`src/verilog/fcc_pkg.sv`:
```
// constants for the feature control register bank
package fcc_pkg;
  // register byte offsets
  localparam logic [11:0] FCC_OFF_BLACK = 12'h0800;
  localparam logic [11:0] FCC_OFF_BAL = 12'h080c;
  localparam logic [11:0] FCC_OFF_MODE = 12'h0900;
  localparam logic [11:0] FCC_OFF_CORR = 12'h0904;
  localparam logic [11:0] FCC_OFF_WB_CORR = 12'h0908;
  // field positions
  localparam int FCC_BIT_PRESENT = 0;
  localparam int FCC_BIT_ABS = 1;
  localparam int FCC_BIT_ONE_SHOT = 5;
  localparam int FCC_BIT_ENABLE = 6;
  localparam int FCC_BIT_AUTO = 7;
  localparam int FCC_LO_LSB = 8;
  localparam int FCC_HI_LSB = 20;
  // reset values
  localparam logic [11:0] FCC_RST_BLACK = 12'h0010;
  localparam logic [11:0] FCC_RST_BLUE = 12'h006a;
  localparam logic [11:0] FCC_RST_RED = 12'h0080;
  localparam logic [2:0] FCC_RST_MODE = 3'h0;
  // value limits
  localparam logic [11:0] FCC_BLACK_MAX = 12'h00ff;
  localparam logic [11:0] FCC_COL_MIN = 12'h0010;
  localparam logic [11:0] FCC_COL_MAX = 12'h00ff;
  localparam logic [11:0] FCC_COL_UNITY = 12'h0040;
  // output formats
  localparam logic [2:0] FCC_FMT_MONO8 = 3'h0;
  localparam logic [2:0] FCC_FMT_RAW8 = 3'h1;
  localparam logic [2:0] FCC_FMT_YUV422 = 3'h2;
  localparam logic [2:0] FCC_FMT_MONO16 = 3'h3;
  localparam logic [2:0] FCC_FMT_RAW16 = 3'h4;
  localparam int FCC_COARSE_SHIFT = 4;
endpackage

```
`src/verilog/fcc_feature_csrs.sv`:
```
// feature control register bank on apb with black-level and colour factor outputs
//
// Design decision made here: register access over APB.
`timescale 1ns/1ps
module fcc_feature_csrs
  import fcc_pkg::*;
#(
  parameter bit COLOUR_VARIANT = 1'b1
) (
  input wire logic core_clk_in,
  input wire logic reset_n_in,
  input wire logic psel_in,
  input wire logic penable_in,
  input wire logic pwrite_in,
  input wire logic [11:0] paddr_in,
  input wire logic [31:0] pwdata_in,
  output logic [31:0] prdata_out,
  output logic pready_out,
  output logic pslverr_out,
  output logic [11:0] black_level_out,
  output logic [15:0] pixel_offset_out,
  output logic [11:0] blue_level_out,
  output logic [11:0] red_level_out,
  output logic [15:0] blue_factor_out,
  output logic [15:0] red_factor_out
);

  // ----------------------------------------------------------------
  // bus decode
  // ----------------------------------------------------------------
  logic setup;
  logic access;
  logic wr_en;
  logic hit;
  logic sel_black;
  logic sel_bal;
  logic sel_mode;
  logic sel_corr;
  logic sel_wb_corr;
  logic [11:0] wr_hi;
  logic [11:0] wr_lo;
  logic [2:0] wr_mode;
  logic [31:0] nxt_rdata;
  logic [11:0] black_ff;
  logic [11:0] blue_ff;
  logic [11:0] red_ff;
  logic [2:0] mode_ff;
  logic [31:0] black_word;
  logic [31:0] bal_word;
  logic [31:0] mode_word;
  logic [31:0] corr_word;
  logic [31:0] wb_corr_word;
  logic nxt_pready;
  logic nxt_pslverr;

  // setup opens a transfer, access is the cycle that ends it
  assign setup = psel_in && !penable_in;
  assign access = psel_in && penable_in;
  // a write lands only at the edge where ready is seen high
  assign wr_en = access && pwrite_in && pready_out;
  assign wr_hi = pwdata_in[FCC_HI_LSB +: 12];
  assign wr_lo = pwdata_in[FCC_LO_LSB +: 12];
  assign wr_mode = pwdata_in[2:0];

  // ----------------------------------------------------------------
  // register selects
  // ----------------------------------------------------------------
  assign sel_black = (paddr_in == FCC_OFF_BLACK);
  assign sel_bal = (paddr_in == FCC_OFF_BAL);
  assign sel_mode = (paddr_in == FCC_OFF_MODE);
  assign sel_corr = (paddr_in == FCC_OFF_CORR);
  assign sel_wb_corr = (paddr_in == FCC_OFF_WB_CORR);
  // any other address answers with an error and no effect
  assign hit = sel_black || sel_bal || sel_mode || sel_corr || sel_wb_corr;

  // ----------------------------------------------------------------
  // read words
  // ----------------------------------------------------------------
  always_comb begin
    black_word = 32'h0000_0000;
    black_word[FCC_BIT_PRESENT] = 1'b1;
    black_word[FCC_BIT_ABS] = 1'b0;
    black_word[FCC_BIT_ONE_SHOT] = 1'b0;
    black_word[FCC_BIT_ENABLE] = 1'b1;
    black_word[FCC_BIT_AUTO] = 1'b0;
    black_word[FCC_HI_LSB +: 12] = black_ff;
  end

  always_comb begin
    bal_word = 32'h0000_0000;
    bal_word[FCC_BIT_PRESENT] = COLOUR_VARIANT;
    bal_word[FCC_BIT_ABS] = 1'b0;
    bal_word[FCC_BIT_ONE_SHOT] = 1'b0;
    bal_word[FCC_BIT_ENABLE] = COLOUR_VARIANT;
    bal_word[FCC_BIT_AUTO] = 1'b0;
    bal_word[FCC_LO_LSB +: 12] = blue_ff;
    bal_word[FCC_HI_LSB +: 12] = red_ff;
  end

  always_comb begin
    mode_word = 32'h0000_0000;
    mode_word[2:0] = mode_ff;
  end

  always_comb begin
    corr_word = 32'h0000_0000;
    corr_word[15:0] = pixel_offset_out;
  end

  always_comb begin
    wb_corr_word = 32'h0000_0000;
    wb_corr_word[15:0] = blue_factor_out;
    wb_corr_word[31:16] = red_factor_out;
  end

  // ----------------------------------------------------------------
  // read mux
  // ----------------------------------------------------------------
  always_comb begin
    nxt_rdata = 32'h0000_0000;
    case (paddr_in)
      FCC_OFF_BLACK: begin
        nxt_rdata = black_word;
      end
      FCC_OFF_BAL: begin
        nxt_rdata = bal_word;
      end
      FCC_OFF_MODE: begin
        nxt_rdata = mode_word;
      end
      FCC_OFF_CORR: begin
        nxt_rdata = corr_word;
      end
      FCC_OFF_WB_CORR: begin
        nxt_rdata = wb_corr_word;
      end
      default: begin
        nxt_rdata = 32'h0000_0000;
      end
    endcase
  end

  // ----------------------------------------------------------------
  // apb answer: no wait state, ready in the first access cycle
  // ----------------------------------------------------------------
  assign nxt_pready = setup;
  assign nxt_pslverr = setup && !hit;

  always_ff @(posedge core_clk_in or negedge reset_n_in) begin
    if (!reset_n_in) begin
      pready_out <= 1'b0;
    end else begin
      pready_out <= nxt_pready;
    end
  end

  always_ff @(posedge core_clk_in or negedge reset_n_in) begin
    if (!reset_n_in) begin
      pslverr_out <= 1'b0;
    end else begin
      pslverr_out <= nxt_pslverr;
    end
  end

  // read data latched in setup, held until the next read
  always_ff @(posedge core_clk_in or negedge reset_n_in) begin
    if (!reset_n_in) begin
      prdata_out <= 32'h0000_0000;
    end else begin
      if (setup && !pwrite_in) begin
        prdata_out <= nxt_rdata;
      end
    end
  end

  // ----------------------------------------------------------------
  // writable fields
  // ----------------------------------------------------------------
  always_ff @(posedge core_clk_in or negedge reset_n_in) begin
    if (!reset_n_in) begin
      black_ff <= FCC_RST_BLACK;
    end else if (wr_en && sel_black) begin
      black_ff <= (wr_hi > FCC_BLACK_MAX) ? FCC_BLACK_MAX : wr_hi;
    end
  end

  function automatic logic [11:0] fcc_clamp_col(input logic [11:0] v);
    if (v < FCC_COL_MIN) begin
      return FCC_COL_MIN;
    end else if (v > FCC_COL_MAX) begin
      return FCC_COL_MAX;
    end
    return v;
  endfunction

  logic wr_col;
  assign wr_col = wr_en && sel_bal && COLOUR_VARIANT;

  always_ff @(posedge core_clk_in or negedge reset_n_in) begin
    if (!reset_n_in) begin
      blue_ff <= FCC_RST_BLUE;
    end else if (wr_col) begin
      blue_ff <= fcc_clamp_col(wr_lo);
    end
  end

  always_ff @(posedge core_clk_in or negedge reset_n_in) begin
    if (!reset_n_in) begin
      red_ff <= FCC_RST_RED;
    end else if (wr_col) begin
      red_ff <= fcc_clamp_col(wr_hi);
    end
  end

  always_ff @(posedge core_clk_in or negedge reset_n_in) begin
    if (!reset_n_in) begin
      mode_ff <= FCC_RST_MODE;
    end else if (wr_en && sel_mode) begin
      mode_ff <= wr_mode;
    end
  end

  // ----------------------------------------------------------------
  // correction outputs
  // ----------------------------------------------------------------
  logic wide_fmt;
  logic [15:0] nxt_offset;
  assign wide_fmt = (mode_ff == FCC_FMT_MONO16) || (mode_ff == FCC_FMT_RAW16);

  always_comb begin
    if (wide_fmt) begin
      nxt_offset = {4'h0, black_ff};
    end else begin
      nxt_offset = {4'h0, black_ff >> FCC_COARSE_SHIFT};
    end
  end

  always_ff @(posedge core_clk_in or negedge reset_n_in) begin
    if (!reset_n_in) begin
      pixel_offset_out <= 16'h0000;
    end else begin
      pixel_offset_out <= nxt_offset;
    end
  end

  // ----------------------------------------------------------------
  // level mirrors
  // ----------------------------------------------------------------
  always_ff @(posedge core_clk_in or negedge reset_n_in) begin
    if (!reset_n_in) begin
      black_level_out <= 12'h0000;
      blue_level_out <= 12'h0000;
      red_level_out <= 12'h0000;
    end else begin
      black_level_out <= black_ff;
      blue_level_out <= blue_ff;
      red_level_out <= red_ff;
    end
  end

  // ----------------------------------------------------------------
  // colour factors: level over 64, 8.8 fixed point
  // ----------------------------------------------------------------
  logic [15:0] nxt_blue_factor;
  logic [15:0] nxt_red_factor;
  assign nxt_blue_factor = {2'b00, blue_ff, 2'b00};
  assign nxt_red_factor = {2'b00, red_ff, 2'b00};

  always_ff @(posedge core_clk_in or negedge reset_n_in) begin
    if (!reset_n_in) begin
      blue_factor_out <= 16'h0000;
      red_factor_out <= 16'h0000;
    end else begin
      blue_factor_out <= nxt_blue_factor;
      red_factor_out <= nxt_red_factor;
    end
  end

endmodule

```
`config.mk`:
```
export PLATFORM = sky130hd
export DESIGN_NAME = fcc_feature_csrs
export DESIGN_NICKNAME = d
export VERILOG_FILES = /design/src/verilog/fcc_pkg.sv /design/src/verilog/fcc_feature_csrs.sv
export SDC_FILE = /design/constraint.sdc
export NUM_CORES = 1
export LEC_CHECK = 0
export BUFFER_PORTS_ARGS = -buffer_cell sky130_fd_sc_hd__buf_4
export CORE_ASPECT_RATIO = 0.75
export CORE_MARGIN = 1.5
export CORE_UTILIZATION = 32
export CTS_CLUSTER_SIZE = 14
export DETAILED_ROUTE_END_ITERATION = 6
export HOLD_SLACK_MARGIN = 0.05
export PLACE_DENSITY = 0.52
export SETUP_SLACK_MARGIN = 0.5
export SLEW_MARGIN = 20
export SYNTH_ARGS = -nofsm -noshare
export SYNTH_HDL_FRONTEND = slang
export SYNTH_SLANG_ARGS = --single-unit
```
`constraint.sdc`:
```
create_clock -name core_clk_in -period 1.8 [get_ports core_clk_in]
set_input_delay 0.45 -clock core_clk_in [delete_from_list [all_inputs] [get_ports core_clk_in]]
set_output_delay 0.45 -clock core_clk_in [all_outputs]
set_load 0.02 [all_outputs]
```
==> results.md, run 1 <==
- Iter 0 DRT Violations: 235
- Flop pwr share: 42.0%
- Post-route DRC: 0
- Worst-Skew Late Latency: 0.42 ns
- Pin count of the biggest net entering global routing: 79
- Critical Path Slowest Stage Cell: or4_4
- Die X: 149 microns
- Clock power share: 52.6%
- Clock Skews: 0.0139 ns
- Number of distinct library cells after synthesis: 45
- Delay-heaviest family, CP: simple AND/OR/NAND/NOR gates
- Number of global-route vias before repair: 4478
- P_leak: 0.00405 uW
- Clock transition at path regs: 0.05 ns
- Total Nets Final: 718
- Area Overhead vs Synth: 66.7%
- Post-DR vias/cell: 4.86
- H-tree depth: 4
- DP HPWL: 11500 microns
- Cells after DPL: 795
- Sequential area share after synthesis: 59.6%
- Compound-gate portion of the synthesized area: 16.4%
- CTS root buf: clkbuf_16
- Max stage delay on crit path: 0.61 ns
- Share of the synthesized area in the top cell type: 56.5%
- N_diodes: 0
- Cell taking the most area after synthesis: dfrtp_1
- Min Tclk post-route: 1.64 ns
- Wire per inst: 18.9 microns
- Worst path bufs/invs: 3
- Fmax: 612 MHz
- Post-DP Area: 6620 sq um
- Die Y: 112 microns
- Worst EP arrival: 1.95 ns
- Post-Synth XOR/XNOR Area: 0.172%
- Number of synthesized register bits: 121
- Share of cells above drive strength 1: 55.7%
- Synthesized instance count: 445
- Ys async rst share: 100%
- Die ar.: 16700 sq um
- Clock sinks: 121
- Switching fraction of total power: 21.9%
- Simple-Gate Fraction of Synth Area: 13.2%
- Top-count cell post-synth: dfrtp_1
- Final Cell Area: 8500 sq um
- Comb power frac: 5.5%
- Ys Warns: 0
- Crit share post-route: 90.9%
- CP Max Fanout: 8
- Final WL: 16800 microns
- Total CTS buffers: 17
- TritonRoute pass-1 iters: 4
- Max Slew Vio Count: 0
- Final Non-Filler Cells: 887
- CTS Buffer Depth: 2
- Startpoint types: input port
- Cell Chain, Critical Path: buf_6, or4_4, buf_6, nor4_4, buf_6, a22oi_1, o21ai_0
- Max_cap viols: 0
- Worst Path Required: 2.12 ns
- RSZ-0062 raised after global routing: true
- Crit end category: flip-flop
- Synth area leaders: dfrtp_1, buf_4, o21ai_0, dfstp_2, a22o_1
- Fin. Hold Viols: 0
- PD cells: 765 nW/um^2
- Final setup fails: 0
- Outcome: complete, no violations
- Most used DFF post-synth: dfrtp_1
- Total global routing overflow: 0
- Initial antenna violation count: 0
- Most frequent cells after synthesis: dfrtp_1, o21ai_0, buf_4, nand2_1, nor2_1
- Post-Synth Adder-Cell Area: 0%
- Post-synth EDFFs: 0
- Mapped Area: 5100 sq um
- Core box area: 15400 sq um
- Largest family of logic cells by synthesized area: compound AO/OA/AOI/OAI gates
- Setup TNS: 0 ns
- First-pass GRT wire length: 25600 microns
- RePlAce Congestion: 0.839
- Starting Density: 33.0%
- GRT Total Usage: 20.8%
- Ports: 167
- Avg Inst Size Synth: 11.5 sq um
- Mux cell area share after synthesis: 2.85%
- Switching power: 1420 uW
- Site Rows: 39
- Internal power: 5080 uW
- Vias post-DR: 4307
- Hold Crit Class: in2reg
- Cell with the most instances on the worst path: buf_6
- Peak supply drop: 0.539 mV
- # port buffers: 149
- CTS tree: built
- DRT antenna net count: 0
- CP Class: in2reg
cells in the final DEF, fill, tap and decap left out, types with 3 or more instances in the layout:
| cell type | netlist | final |
|---|---|---|
| buf_6 | 3 | 124 |
| buf_4 | 36 | 114 |
| dfrtp_1 | 115 | 113 |
| nand2_1 | 36 | 33 |
| o21ai_2 | 9 | 31 |
| o21ai_1 | 11 | 29 |
| a22oi_1 | 21 | 21 |
| nor2_1 | 22 | 19 |
| a22o_1 | 18 | 18 |
| clkbuf_16 | 0 | 17 |
| a21oi_1 | 17 | 13 |
| and2_4 | 0 | 12 |
| conb_1 | 1 | 12 |
| mux2_4 | 0 | 9 |
| buf_12 | 0 | 8 |
| and2_1 | 18 | 6 |
| o21ai_0 | 49 | 6 |
| dfstp_2 | 6 | 6 |
| nor2b_1 | 4 | 4 |
| nor4_4 | 2 | 4 |
| a21oi_2 | 0 | 4 |
| clkinv_2 | 0 | 4 |
| o21ai_4 | 0 | 3 |
| or4_4 | 0 | 3 |
| nand2_8 | 0 | 3 |
| nand4_1 | 3 | 3 |
| mux2_2 | 12 | 3 |
| a32oi_1 | 3 | 3 |
| bufinv_16 | 0 | 3 |
| clkinvlp_4 | 0 | 3 |
area by class of cell:
class	count	area (sq um)
Multi-Input combinational cell	276	2090
Fill cell	1362	6920
Sequential cell	121	3040
Clock inverter	12	150
Tap cell	205	256
Timing Repair Buffer	251	2510
Inverter	2	7.51
Clock buffer	20	447
timing repair:
item	in CTS	in global routing
pin swaps	12	11
resized for setup	201	32
hold buffers	1	0
buffers inserted	33	21
gates cloned	5	0
endpoints found under the setup margin	188	186
endpoints found under the hold margin	41	0
flip-flops by register name, indices dropped and copies added (netlist names):
| name | cells |
|---|---|
| blue_factor_out | 12 |
| prdata_out | 32 |
| mode_ff | 3 |
| pixel_offset_out | 12 |
| blue_ff | 12 |
| red_ff | 12 |
| red_level_out | 12 |
| pslverr_out | 1 |
| black_level_out | 12 |
| black_ff | 12 |
| pready_out | 1 |
worst paths after layout:
kind                        startpoint             endpoint  slack [ns]  cells after the start
max                        paddr_in[0]        prdata_out[3]        0.16                      7
min in group asynchronous   reset_n_in        prdata_out[0]        0.56                      3
min reg2reg                  red_ff[5]     red_level_out[5]        0.41                      0
min                         penable_in          pslverr_out        0.25                      2
max in group asynchronous   reset_n_in           blue_ff[1]        0.80                      3
max reg2reg                 mode_ff[1]  pixel_offset_out[7]        0.42                      5
metal layers:
metal / share of wire, % / up-vias / GRT usage, %
li1: - / 1995 / -
met1: 48 / 2148 / 30.5
met2: 45 / 153 / 30.1
met3: 6.0 / 11 / 5.53
met4: 0.90 / 0 / 5.94
met5: 0 / - / 0
kinds of logic (layout without fill, tap and decap cells):
group                     after synthesis  count (layout)
other                                   1              12
xor gates and xnor gates                1               1
DFF                                   121             121
buffers and inverters                  61             285
muxes                                  13              13
and+or+nand+nor                       116             118
AOI/OAI and AO/OA                     132             132
metrics by stage:
step	util, %	hold WS, ns	total power, uW	setup slack (ns)
2_1_floorplan	-	0.154	2910	-0.0362
3_3_place_gp	42.9	0.382	3100	-0.290
3_5_place_dp	42.9	0.392	3100	-0.270
4_1_cts	53.4	0.233	6540	0.207
5_1_grt	55.1	0.250	6720	0.0979
6_report	55.1	0.246	6500	0.165
power groups by stage:
stage          clock network [uW]  logic [uW]  registers (uW)
4_1_cts                      3460         352            2730
3_3_place_gp                    0         320            2780
2_1_floorplan                   0         129            2780
5_1_grt                      3600         388            2730
3_5_place_dp                    0         325            2780
6_report                     3420         355            2730
Note: power is estimated with default switching activity, not from simulation.
==> run 2, diff against run 1 <==
CORE_UTILIZATION = 35   (was 32)
PLACE_DENSITY = 0.56   (was 0.52)
==> run 2 against run 1 <==
Power increased by 1.2%; hold slack improved by 0.017 ns; cell area decreased by 0.13%; setup slack improved by 0.051 ns; die area decreased by 8.4%; critical endpoint is now prdata_out[6].
==> results.md, run 2 (same netlist as run 1, synthesis figures left out) <==
- Critical Path Slowest Stage Cell: or4_4
- PD cells: 776 nW/um^2
- Most common cell after layout, fill and taps aside: buf_6
- TritonRoute pass-1 iters: 4
- Peak supply drop: 0.650 mV
- Setup WS pre-CTS: -0.282 ns
- Area Overhead vs Synth: 66.5%
- Iter 0 DRT Violations: 282
- Final setup fails: 0
- CTS root buf: clkbuf_16
- Routing usage on met2: 32.9%
- Internal power: 5100 uW
- Hold_ws: 0.263 ns
- RSZ-0062 raised after global routing: true
- Max_cap viols: 0
- Worst-Skew Late Latency: 0.41 ns
- Number of global-route vias before repair: 4371
- Total global routing overflow: 0
- FILL cells: 1157
- Total Nets Final: 719
- Die ar.: 15300 sq um
- Cells after DPL: 788
- Overall power: 6580 uW
- Grt met3 use: 6.09%
- Wire per inst: 18.4 microns
- DP HPWL: 11300 microns
- Fmax: 631 MHz
- Initial antenna violation count: 0
- Met1 Use GR: 32.2%
- # port buffers: 149
- Setup TNS: 0 ns
- Min setup slack post-route: 0.215 ns
- N_diodes: 0
- Outcome: complete, no violations
- Starting Density: 36.5%
- DRT antenna net count: 0
- Worst EP arrival: 1.92 ns
- Min Tclk post-route: 1.58 ns
- First-pass GRT wire length: 24800 microns
- RePlAce Congestion: 0.826
- Max stage delay on crit path: 0.60 ns
- P_leak: 0.00403 uW
- Cell Chain, Critical Path: buf_6, or4_4, nor3_4, nand4_4, buf_12, o21ai_1
- Share of cells above drive strength 1: 56.2%
- Clock Skews: 0.00891 ns
- Core box area: 14000 sq um
- Post-route DRC: 0
- Switching fraction of total power: 22.6%
- CP Max Fanout: 14
- Comb power frac: 5.3%
- Die Y: 108 microns
- Max Slew Vio Count: 0
- Startpoint types: input port
- Clock sinks: 121
- Switching power: 1490 uW
- GRT Total Usage: 22.2%
- Post-DR vias/cell: 4.86
- CP Class: in2reg
- Top reg by flops: prdata_out
- H-tree depth: 4
- Pin count of the biggest net entering global routing: 70
- Flop pwr share: 41.5%
- Ports: 167
- Most used routing layer: met2
- CTS Buffer Depth: 2
- Total CTS buffers: 17
- Hold Crit Class: in2reg
- CTS tree: built
- Clock transition at path regs: 0.05 ns
- Crit end category: flip-flop
- Number of flip-flops under the largest register name: 32
- Fin. Hold Viols: 0
- Worst Path Required: 2.14 ns
- Clock power share: 53.2%
- Final WL: 16200 microns
- Crit share post-route: 88.0%
- Site Rows: 37
- Final Non-Filler Cells: 878
- Most frequent cells in the layout: buf_6, buf_4, dfrtp_1, o21ai_1, nand2_1
- Vias post-DR: 4268
- Die X: 142 microns
run 2: changes by cell type in the layout (fill, tap and decap cells not counted), sizes merged:
cell	change
clkinvlp	-2
buf	+1
clkbuf	-1
clkinv	+2
inv	+1
run 2: worst max-delay path, delay by kind of cell:
| kind | cells | cell delay (ns) |
|---|---|---|
| and+or+nand+nor | 3 | 1.03 |
| buffers and inverters | 2 | 0.29 |
| AOI/OAI and AO/OA | 1 | 0.13 |
run 2: cell type report:
type | instances | area, sq um | area share (%)
sequential | 121 | 3040 | 35.9
tap | 195 | 244 | 2.88
inverter | 2 | 7.51 | 0.0885
clock inverter | 13 | 169 | 1.99
multi-input combinational | 276 | 2090 | 24.7
clock buffer | 19 | 443 | 5.22
timing repair buffer | 252 | 2480 | 29.3
run 2: path summary, 6_finish.rpt:
| path | from | endpoint | slack [ns] | cells past startpoint |
|---|---|---|---|---|
| worst max-delay path | paddr_in[0] | prdata_out[6] | 0.22 | 6 |
| max in group asynchronous | reset_n_in | blue_ff[5] | 0.84 | 3 |
| worst min register to register | red_ff[9] | red_level_out[9] | 0.40 | 0 |
| worst min-delay path | penable_in | pslverr_out | 0.26 | 2 |
| min in group asynchronous | reset_n_in | prdata_out[6] | 0.59 | 3 |
| worst max register to register | pready_out | black_ff[6] | 0.41 | 4 |
run 2: stage by stage:
stage / area [sq um] / util [%]
2_1_floorplan: 5290 / -
3_3_place_gp: 6650 / 47.6
3_5_place_dp: 6650 / 47.6
4_1_cts: 8250 / 59.0
5_1_grt: 8480 / 60.7
6_report: 8480 / 60.7
run 2: power groups by stage:
stage               sequential, uW  clock (uW)  combinational, uW
detailed placement            2780           0                327
CTS                           2730        3520                347
global route                  2730        3670                384
global placement              2780           0                322
floorplan                     2780           0                129
finish                        2730        3500                351
run 2: per-layer routing:
layer / vias to the layer above / routed length [microns]
met2: 163 / 7290
met3: 13 / 1240
li1: 2001 / -
met1: 2091 / 7500
met4: 0 / 131
met5: - / 0
run 2: repair_timing:
item	in CTS	in global routing
hold buffers	1	0
buffers inserted	40	14
gates resized for setup	180	41
pin swaps	19	9
hold endpoints to repair	11	0
gates cloned	2	1
setup endpoints to repair	186	186
